==> src/common/mcr_pkg.sv <==
// shared constants and types of the motor configuration and monitor registers
package mcr_pkg;

	// command codes
	localparam logic [7:0] CMD_CFG1_SET = 8'h30;
	localparam logic [7:0] CMD_CFG1_CLR = 8'h31;
	localparam logic [7:0] CMD_CFG2_SET = 8'h32;
	localparam logic [7:0] CMD_HEATSINK_TEMP = 8'h49;
	localparam logic [7:0] CMD_BOARD_TEMP = 8'h4A;
	localparam logic [7:0] CMD_SUPPLY_VOLT = 8'h4B;
	localparam logic [7:0] CMD_LOAD_CURRENT = 8'h4D;

	// bus address
	localparam int ADDR_W = 7;
	localparam logic [6:0] ADDR_DEFAULT = 7'h00;

	// configuration 1 fields
	localparam int CFG1_DRIVE_BIT = 4;
	localparam int CFG1_BRAKE_BIT = 3;
	localparam int CFG1_TO_LSB = 1;
	localparam int CFG1_ENABLE_BIT = 0;
	localparam logic CFG1_DRIVE_RESET = 1'b0;
	localparam logic CFG1_BRAKE_RESET = 1'b0;
	localparam logic [1:0] CFG1_TO_RESET = 2'h0;
	localparam logic CFG1_ENABLE_RESET = 1'b0;

	// configuration 2 fields
	localparam int CFG2_RES_BIT = 7;
	localparam int CFG2_BAUD_LSB = 1;
	localparam logic CFG2_RES_RESET = 1'b0;
	localparam logic [1:0] BAUD_38400 = 2'h0;
	localparam logic [1:0] CFG2_BAUD_RESET = BAUD_38400;

	// speed timeout codes
	localparam logic [1:0] TO_OFF = 2'h0;
	localparam logic [1:0] TO_SHORT = 2'h1;
	localparam logic [1:0] TO_MEDIUM = 2'h2;
	localparam logic [1:0] TO_LONG = 2'h3;

	// monitor values
	localparam int MON_W = 12;
	localparam int DATA_W = 16;

	// timing
	localparam int unsigned CLK_HZ = 40_000_000;
	localparam int unsigned TO_SHORT_MS = 50;
	localparam int unsigned TO_MEDIUM_MS = 500;
	localparam int unsigned TO_LONG_MS = 2800;
	localparam int unsigned TO_SHORT_CYC = TO_SHORT_MS * (CLK_HZ / 1000);
	localparam int unsigned TO_MEDIUM_CYC = TO_MEDIUM_MS * (CLK_HZ / 1000);
	localparam int unsigned TO_LONG_CYC = TO_LONG_MS * (CLK_HZ / 1000);
	localparam int TO_CNT_W = 27;

	typedef enum logic [1:0] {
		MCR_RUN_DRIVE,
		MCR_RUN_COAST,
		MCR_RUN_REGEN
	} mcr_run_t;

	typedef enum logic [1:0] {
		MCR_TO_IDLE,
		MCR_TO_COUNT,
		MCR_TO_EXPIRED
	} mcr_to_state_t;

endpackage

==> src/rtl/mcr_timeout.sv <==
// speed reset watchdog between serial speed updates
`timescale 1ns/1ps
module mcr_timeout #(
	parameter int unsigned SHORT_CYC = mcr_pkg::TO_SHORT_CYC,
	parameter int unsigned MEDIUM_CYC = mcr_pkg::TO_MEDIUM_CYC,
	parameter int unsigned LONG_CYC = mcr_pkg::TO_LONG_CYC
) (
	input wire logic clk,
	input wire logic nrst,
	input wire logic ce,
	input wire logic [1:0] code,
	input wire logic speed_update,
	output logic speed_reset,
	output logic expired
);

	mcr_pkg::mcr_to_state_t state_reg;
	logic [mcr_pkg::TO_CNT_W-1:0] cnt_reg;
	logic [mcr_pkg::TO_CNT_W-1:0] last_cnt;

	function automatic logic [mcr_pkg::TO_CNT_W-1:0] limit_of(
		input logic [1:0] c);
		unique case (c)
			mcr_pkg::TO_SHORT: limit_of = SHORT_CYC[mcr_pkg::TO_CNT_W-1:0];
			mcr_pkg::TO_MEDIUM: limit_of = MEDIUM_CYC[mcr_pkg::TO_CNT_W-1:0];
			mcr_pkg::TO_LONG: limit_of = LONG_CYC[mcr_pkg::TO_CNT_W-1:0];
			default: limit_of = '0;
		endcase
	endfunction

	assign last_cnt = limit_of(code) - 1'b1;

	always_ff @(posedge clk or negedge nrst) begin
		if (!nrst) begin
			state_reg <= mcr_pkg::MCR_TO_IDLE;
			cnt_reg <= '0;
			speed_reset <= 1'b0;
		end else if (ce) begin
			speed_reset <= 1'b0;
			if (code == mcr_pkg::TO_OFF) begin
				state_reg <= mcr_pkg::MCR_TO_IDLE;
				cnt_reg <= '0;
			end else if (speed_update) begin
				state_reg <= mcr_pkg::MCR_TO_COUNT;
				cnt_reg <= '0;
			end else begin
				unique case (state_reg)
					mcr_pkg::MCR_TO_IDLE: begin
						state_reg <= mcr_pkg::MCR_TO_COUNT;
						cnt_reg <= '0;
					end
					mcr_pkg::MCR_TO_COUNT: begin
						if (cnt_reg >= last_cnt) begin
							state_reg <= mcr_pkg::MCR_TO_EXPIRED;
							speed_reset <= 1'b1;
						end else begin
							cnt_reg <= cnt_reg + 1'b1;
						end
					end
					mcr_pkg::MCR_TO_EXPIRED: begin
						state_reg <= mcr_pkg::MCR_TO_EXPIRED;
					end
				endcase
			end
		end
	end

	assign expired = (state_reg == mcr_pkg::MCR_TO_EXPIRED);
endmodule

==> src/rtl/mcr_drive_mode.sv <==
// drive, coast and regeneration selection from configuration 1
`timescale 1ns/1ps
module mcr_drive_mode (
	input wire logic clk,
	input wire logic nrst,
	input wire logic ce,
	input wire logic brake_select,
	input wire logic auto_brake,
	input wire logic slowing,
	input wire logic emf_above_cmd,
	output logic drive_en,
	output logic coast_en,
	output logic regen_en
);

	mcr_pkg::mcr_run_t run_reg;
	mcr_pkg::mcr_run_t run_next;

	always_comb begin
		run_next = mcr_pkg::MCR_RUN_DRIVE;
		if (auto_brake && emf_above_cmd) begin
			run_next = mcr_pkg::MCR_RUN_REGEN;
		end else if (brake_select || (slowing && !auto_brake)) begin
			run_next = mcr_pkg::MCR_RUN_COAST;
		end
	end

	always_ff @(posedge clk or negedge nrst) begin
		if (!nrst) begin
			run_reg <= mcr_pkg::MCR_RUN_DRIVE;
		end else if (ce) begin
			run_reg <= run_next;
		end
	end

	assign drive_en = (run_reg == mcr_pkg::MCR_RUN_DRIVE);
	assign coast_en = (run_reg == mcr_pkg::MCR_RUN_COAST);
	assign regen_en = (run_reg == mcr_pkg::MCR_RUN_REGEN);
endmodule

==> src/rtl/mcr_regs.sv <==
// command addressed configuration and monitor registers of the controller
`timescale 1ns/1ps

////////////////////////////////////////////////////////////////////////////////
module mcr_regs #(
	parameter int unsigned SHORT_CYC = mcr_pkg::TO_SHORT_CYC,
	parameter int unsigned MEDIUM_CYC = mcr_pkg::TO_MEDIUM_CYC,
	parameter int unsigned LONG_CYC = mcr_pkg::TO_LONG_CYC
) (
	input wire logic clk,
	input wire logic nrst,
	input wire logic ce,
	input wire logic [6:0] own_addr,
	input wire logic cmd_valid,
	input wire logic [6:0] cmd_addr,
	input wire logic [7:0] cmd_code,
	input wire logic [15:0] cmd_data,
	input wire logic speed_update,
	input wire logic slowing,
	input wire logic emf_above_cmd,
	input wire logic [11:0] load_current,
	input wire logic [11:0] supply_voltage,
	input wire logic [11:0] heatsink_temp,
	input wire logic [11:0] board_temp,
	output logic rsp_valid,
	output logic [15:0] rsp_data,
	output logic drive_or_brake_select,
	output logic braking_style_select,
	output logic [1:0] speed_timeout_code,
	output logic serial_control_enable,
	output logic pulse_measure_resolution,
	output logic [1:0] serial_baud_code,
	output logic motor_drive_en,
	output logic motor_coast_en,
	output logic motor_regen_en,
	output logic speed_reset,
	output logic speed_expired
);

	////////////////////////////////////////////////////////////////////////////
	// command decode

	logic hit;
	logic set1_cmd;
	logic clr1_cmd;
	logic set2_cmd;
	logic read_cmd;

	function automatic logic is_monitor(input logic [7:0] c);
		is_monitor = (c == mcr_pkg::CMD_LOAD_CURRENT)
			|| (c == mcr_pkg::CMD_SUPPLY_VOLT)
			|| (c == mcr_pkg::CMD_HEATSINK_TEMP)
			|| (c == mcr_pkg::CMD_BOARD_TEMP);
	endfunction

	// frames for other controllers on the shared line are dropped here
	assign hit = ce && cmd_valid && (cmd_addr == own_addr);
	assign set1_cmd = hit && (cmd_code == mcr_pkg::CMD_CFG1_SET);
	assign clr1_cmd = hit && (cmd_code == mcr_pkg::CMD_CFG1_CLR);
	assign set2_cmd = hit && (cmd_code == mcr_pkg::CMD_CFG2_SET);
	assign read_cmd = hit && is_monitor(cmd_code);

	////////////////////////////////////////////////////////////////////////////
	// configuration 1

	logic drive_reg;
	logic brake_reg;
	logic [1:0] to_reg;
	logic enable_reg;

	// set writes or in ones only, clear writes and out ones only
	always_ff @(posedge clk or negedge nrst) begin
		if (!nrst) begin
			drive_reg <= mcr_pkg::CFG1_DRIVE_RESET;
			brake_reg <= mcr_pkg::CFG1_BRAKE_RESET;
			to_reg <= mcr_pkg::CFG1_TO_RESET;
			enable_reg <= mcr_pkg::CFG1_ENABLE_RESET;
		end else if (set1_cmd) begin
			drive_reg <= drive_reg | cmd_data[mcr_pkg::CFG1_DRIVE_BIT];
			brake_reg <= brake_reg | cmd_data[mcr_pkg::CFG1_BRAKE_BIT];
			to_reg <= to_reg
				| cmd_data[mcr_pkg::CFG1_TO_LSB +: 2];
			enable_reg <= enable_reg
				| cmd_data[mcr_pkg::CFG1_ENABLE_BIT];
		end else if (clr1_cmd) begin
			drive_reg <= drive_reg
				& ~cmd_data[mcr_pkg::CFG1_DRIVE_BIT];
			brake_reg <= brake_reg
				& ~cmd_data[mcr_pkg::CFG1_BRAKE_BIT];
			to_reg <= to_reg
				& ~cmd_data[mcr_pkg::CFG1_TO_LSB +: 2];
			enable_reg <= enable_reg
				& ~cmd_data[mcr_pkg::CFG1_ENABLE_BIT];
		end
	end

	assign drive_or_brake_select = drive_reg;
	assign braking_style_select = brake_reg;
	assign speed_timeout_code = to_reg;
	assign serial_control_enable = enable_reg;

	////////////////////////////////////////////////////////////////////////////
	// configuration 2

	logic res_reg;
	logic [1:0] baud_reg;

	always_ff @(posedge clk or negedge nrst) begin
		if (!nrst) begin
			res_reg <= mcr_pkg::CFG2_RES_RESET;
		end else if (set2_cmd) begin
			res_reg <= cmd_data[mcr_pkg::CFG2_RES_BIT];
		end
	end

	// only the one defined rate is accepted, so a bad code cannot strand
	// the host on a rate it cannot reach
	always_ff @(posedge clk or negedge nrst) begin
		if (!nrst) begin
			baud_reg <= mcr_pkg::CFG2_BAUD_RESET;
		end else if (set2_cmd && cmd_data[mcr_pkg::CFG2_BAUD_LSB +: 2]
			== mcr_pkg::BAUD_38400) begin
			baud_reg <= mcr_pkg::BAUD_38400;
		end
	end

	assign pulse_measure_resolution = res_reg;
	assign serial_baud_code = baud_reg;

	////////////////////////////////////////////////////////////////////////////
	// monitor reads

	logic [11:0] mon_sel;

	always_comb begin
		mon_sel = '0;
		unique case (cmd_code)
			mcr_pkg::CMD_LOAD_CURRENT: mon_sel = load_current;
			mcr_pkg::CMD_SUPPLY_VOLT: mon_sel = supply_voltage;
			mcr_pkg::CMD_HEATSINK_TEMP: mon_sel = heatsink_temp;
			mcr_pkg::CMD_BOARD_TEMP: mon_sel = board_temp;
			default: mon_sel = '0;
		endcase
	end

	always_ff @(posedge clk or negedge nrst) begin
		if (!nrst) begin
			rsp_valid <= 1'b0;
			rsp_data <= '0;
		end else if (ce) begin
			rsp_valid <= read_cmd;
			if (read_cmd) begin
				// upper nibble is reserved and reads zero
				rsp_data <= {4'h0, mon_sel};
			end
		end
	end

	////////////////////////////////////////////////////////////////////////////
	// effective configuration and motor control

	logic eff_drive;
	logic eff_brake;
	logic [1:0] eff_to;

	// with serial control off the controller behaves as after restart
	assign eff_drive = enable_reg & drive_reg;
	assign eff_brake = enable_reg & brake_reg;
	assign eff_to = enable_reg ? to_reg : mcr_pkg::TO_OFF;

	mcr_drive_mode u_drive_mode (
		.clk(clk),
		.nrst(nrst),
		.ce(ce),
		.brake_select(eff_drive),
		.auto_brake(eff_brake),
		.slowing(slowing),
		.emf_above_cmd(emf_above_cmd),
		.drive_en(motor_drive_en),
		.coast_en(motor_coast_en),
		.regen_en(motor_regen_en)
	);

	mcr_timeout #(
		.SHORT_CYC(SHORT_CYC),
		.MEDIUM_CYC(MEDIUM_CYC),
		.LONG_CYC(LONG_CYC)
	) u_timeout (
		.clk(clk),
		.nrst(nrst),
		.ce(ce),
		.code(eff_to),
		.speed_update(speed_update),
		.speed_reset(speed_reset),
		.expired(speed_expired)
	);
endmodule

==> config.mk <==
export PLATFORM = sky130hd
export DESIGN_NAME = mcr_regs
export DESIGN_NICKNAME = d
export VERILOG_FILES = /design/src/common/mcr_pkg.sv /design/src/rtl/mcr_timeout.sv /design/src/rtl/mcr_drive_mode.sv /design/src/rtl/mcr_regs.sv
export SDC_FILE = /design/constraint.sdc
export NUM_CORES = 1
export LEC_CHECK = 0
export CELL_PAD_IN_SITES_DETAIL_PLACEMENT = 1
export CELL_PAD_IN_SITES_GLOBAL_PLACEMENT = 1
export CORE_UTILIZATION = 25
export CTS_BUF_LIST = sky130_fd_sc_hd__clkbuf_4 sky130_fd_sc_hd__clkbuf_8
export DETAILED_ROUTE_END_ITERATION = 10
export DONT_BUFFER_PORTS = 1
export PLACE_DENSITY_LB_ADDON = 0.1
export SETUP_SLACK_MARGIN = 0.2
export SYNTH_ARGS = -nofsm -noshare
export SYNTH_HDL_FRONTEND = slang
export SYNTH_SLANG_ARGS = --single-unit
==> constraint.sdc <==
create_clock -name clk -period 3.5 [get_ports clk]
set_input_delay 0.7 -clock clk [delete_from_list [all_inputs] [get_ports clk]]
set_output_delay 0.7 -clock clk [all_outputs]
set_load 0.1 [all_outputs]
==> impl_metrics.json <==
{
  "max-slew-margin-rel_pct": 28.9,
  "avgSynthCellArea_um2": 9.17,
  "slowest_delay_ps": 500,
  "n_antenna_cell": 0,
  "p_leak_nw": 1.86,
  "antenna_found_initial": 0,
  "cpLargestDelayFamily": "simple AND/OR/NAND/NOR gates",
  "p_int_mw": 0.764,
  "crit_path_end_kind": "flop",
  "fp.dieArea_mm2": 0.0158,
  "status": "finished, final reports clean",
  "path_buf_inv": 2,
  "fin_ws_ps": 320,
  "grt.total_usage_pct": 16.5,
  "dp_slack_ps": 168,
  "numPlacedInstances": 598,
  "avgViaCountPerCell": 5.56,
  "numPortBuffers": 0,
  "vias": 3392,
  "cp.required_ps": 3770,
  "skew_ps": 10.9,
  "area_growth_pct": 11.9,
  "syn_inst": 418,
  "drt-total-wl_um": 12700,
  "startpoint_type": "flop",
  "final-hold-violation-count": 0,
  "drc": 0,
  "holdWs_ps": 46.2,
  "drv_cap": 0,
  "start_util_pct": 26.0,
  "synth_seq_area_share_pct": 33.3,
  "place.gp.congestion": 0.756,
  "p_sw_share_pct": 28.0,
  "drv_slew": 0,
  "largest_register_ff_count": 27,
  "grt_pass1_wl_um": 20000,
  "clk_path_buf_depth": 2,
  "h-tree-depth": 2,
  "peakVddDrop_mv": 0.121,
  "rsz0062_at_grt": "no",
  "hold_class": "in -> async",
  "clk_pin_slew_ps": 100,
  "fin_crit_ps": 3180,
  "synth_enable_flop_cells": 0,
  "dpl.hpwl_um": 9210,
  "postRouteAntennaNets": 0,
  "cts_root_buffer": "clkbuf_8",
  "num_io_pins": 123,
  "critPathMaxFanout": 15,
  "dpl-instance-area_mm2": 0.00410,
  "ys.flop_type": "dfrtp_1",
  "fin_cells": 610,
  "power_density_mw_per_mm2": 247,
  "fmax_mhz": 314,
  "p_seq_share_pct": 56.2,
  "cts_tree": "built",
  "drtPass1Iterations": 4,
  "drt_iter0_drc": 126,
  "comb_power_share_pct": 8.7,
  "stdcell_area_mm2": 0.00429,
  "rows": 44,
  "cts_buffers": 5,
  "clock_latency_ps": 330,
  "cts.hold.buffers_added": 0,
  "clock_power_share_pct": 35.1,
  "crit_chain": "and2_4, inv_2, ha_4, ha_4, and2_1, a2111o_1, o31ai_4, nand3_4, buf_8, or4_1, nand3_1",
  "post-route-period-util_pct": 90.9,
  "gr-total-overflow": 0,
  "die_h_um": 126,
  "arrival_ps": 3450,
  "ys_ff_latch": 51,
  "synth_area_mm2": 0.00383,
  "crit_slowest_cell": "or4_1",
  "final.fill_count": 1709,
  "grt_pass1_vias": 3677,
  "async_reset_ff_share_pct": 100,
  "wl_per_cell_um": 20.8,
  "fin_nets": 546,
  "setup_violations": 0,
  "critical_path_class": "reg -> reg",
  "synth_cell_type_count": 59,
  "finalSetupTns_ps": 0,
  "cp_common_cell": "ha_4",
  "drive_gt1_share_pct": 13.6,
  "worstMarginPinSlew_ps": 1060,
  "clock-sinks": 51,
  "dieWidth_um": 126,
  "grt_max_degree": 52,
  "yosysWarnings": 0,
  "core-area_mm2": 0.0148,
  "p_sw_mw": 0.297
}
==> through the flow <==
step / total power [mW] / util, %
3_5_place_dp: 0.700 / 27.8
2_1_floorplan: 0.701 / -
6_report: 1.06 / 29.1
5_1_grt: 1.11 / 29.1
3_3_place_gp: 0.699 / 27.8
4_1_cts: 1.09 / 28.4
==> worst paths after layout <==
path                            slack [ps]                 start  cells past startpoint                    endpoint
worst min register to register         500  u_timeout.cnt_reg[6]                      1        u_timeout.cnt_reg[6]
worst max register to register         320                  flop                     11        u_timeout.cnt_reg[3]
worst max-delay path                   320                  flop                     11        u_timeout.cnt_reg[3]
max in group asynchronous             3350                  nrst                      0                 rsp_data[5]
worst min-delay path                    50                  nrst                      0  asynchronous set/reset pin
min in group clk                       490         emf_above_cmd                      2     u_drive_mode.run_reg[1]
==> power groups by stage <==
stage / clock, mW / combinational, mW / sequential [mW]
2_1_floorplan: 0 / 0.0933 / 0.607
3_3_place_gp: 0 / 0.0911 / 0.608
3_5_place_dp: 0 / 0.0921 / 0.608
4_1_cts: 0.400 / 0.0923 / 0.596
5_1_grt: 0.419 / 0.0973 / 0.597
6_report: 0.372 / 0.0920 / 0.596
==> cell families after synthesis <==
logic type               count (synthesis)  synth area share, %
flip-flops                              51                 33.3
XOR/XNOR                                 8                 1.83
AO/OA/AOI/OAI                          104                 20.8
adder cells (fa/ha/maj)                 29                 9.43
other                                    1               0.0978
multiplexers                            33                 8.84
AND/OR/NAND/NOR                        152                 21.0
buffers and inverters                   40                 4.73
==> cell usage in the layout, fill, tap and decap left out, types with 12 or more instances in the layout <==
cell type,n
buf_4,18
dfrtp_1,48
ha_1,26
inv_1,13
mux2i_1,26
nand2_1,51
nand3_1,23
nor2_1,14
o211ai_1,12
o21a_1,14
o221ai_1,12
==> layout make-up <==
cell class	instances	area [µm²]	share of cell area, %
Clock inverter	2	12.5	0.292
Timing Repair Buffer	21	190	4.43
Clock buffer	6	76.3	1.78
Multi-Input combinational cell	332	2440	57.0
Tap cell	184	230	5.36
Sequential cell	51	1280	29.9
Inverter	14	52.6	1.22
==> Yosys cell counts (7+ instances only) <==
cell type	instances	area [µm²]
nand2_1	52	195
dfrtp_1	51	1280
ha_1	28	350
mux2i_1	26	260
nand3_1	23	115
clkbuf_1	18	67.6
nor2_1	15	56.3
inv_1	14	52.6
o21a_1	14	105
o211ai_1	12	90.1
o221ai_1	12	105
nor3_1	11	55.1
o21ai_0	9	45.0
a21oi_1	8	40.0
o311ai_0	8	70.1
mux2_2	7	78.8
nand4_1	7	43.8
nor4_1	7	43.8
==> layer usage <==
metal	vias to the layer above	routed length, µm	GRT usage [%]
li1	1604	-	-
met1	1683	5810	21.3
met2	93	5980	27.6
met3	12	656	3.53
met4	0	213	4.96
met5	-	0	0
==> timing repair <==
action | in CTS | in global routing
gates cloned | 0 | 1
endpoints found under the setup margin | 9 | 24
pin swaps | 1 | 4
gates resized for setup | 1 | 12
buffers inserted | 1 | 2
(Power assumes the default switching activity.)
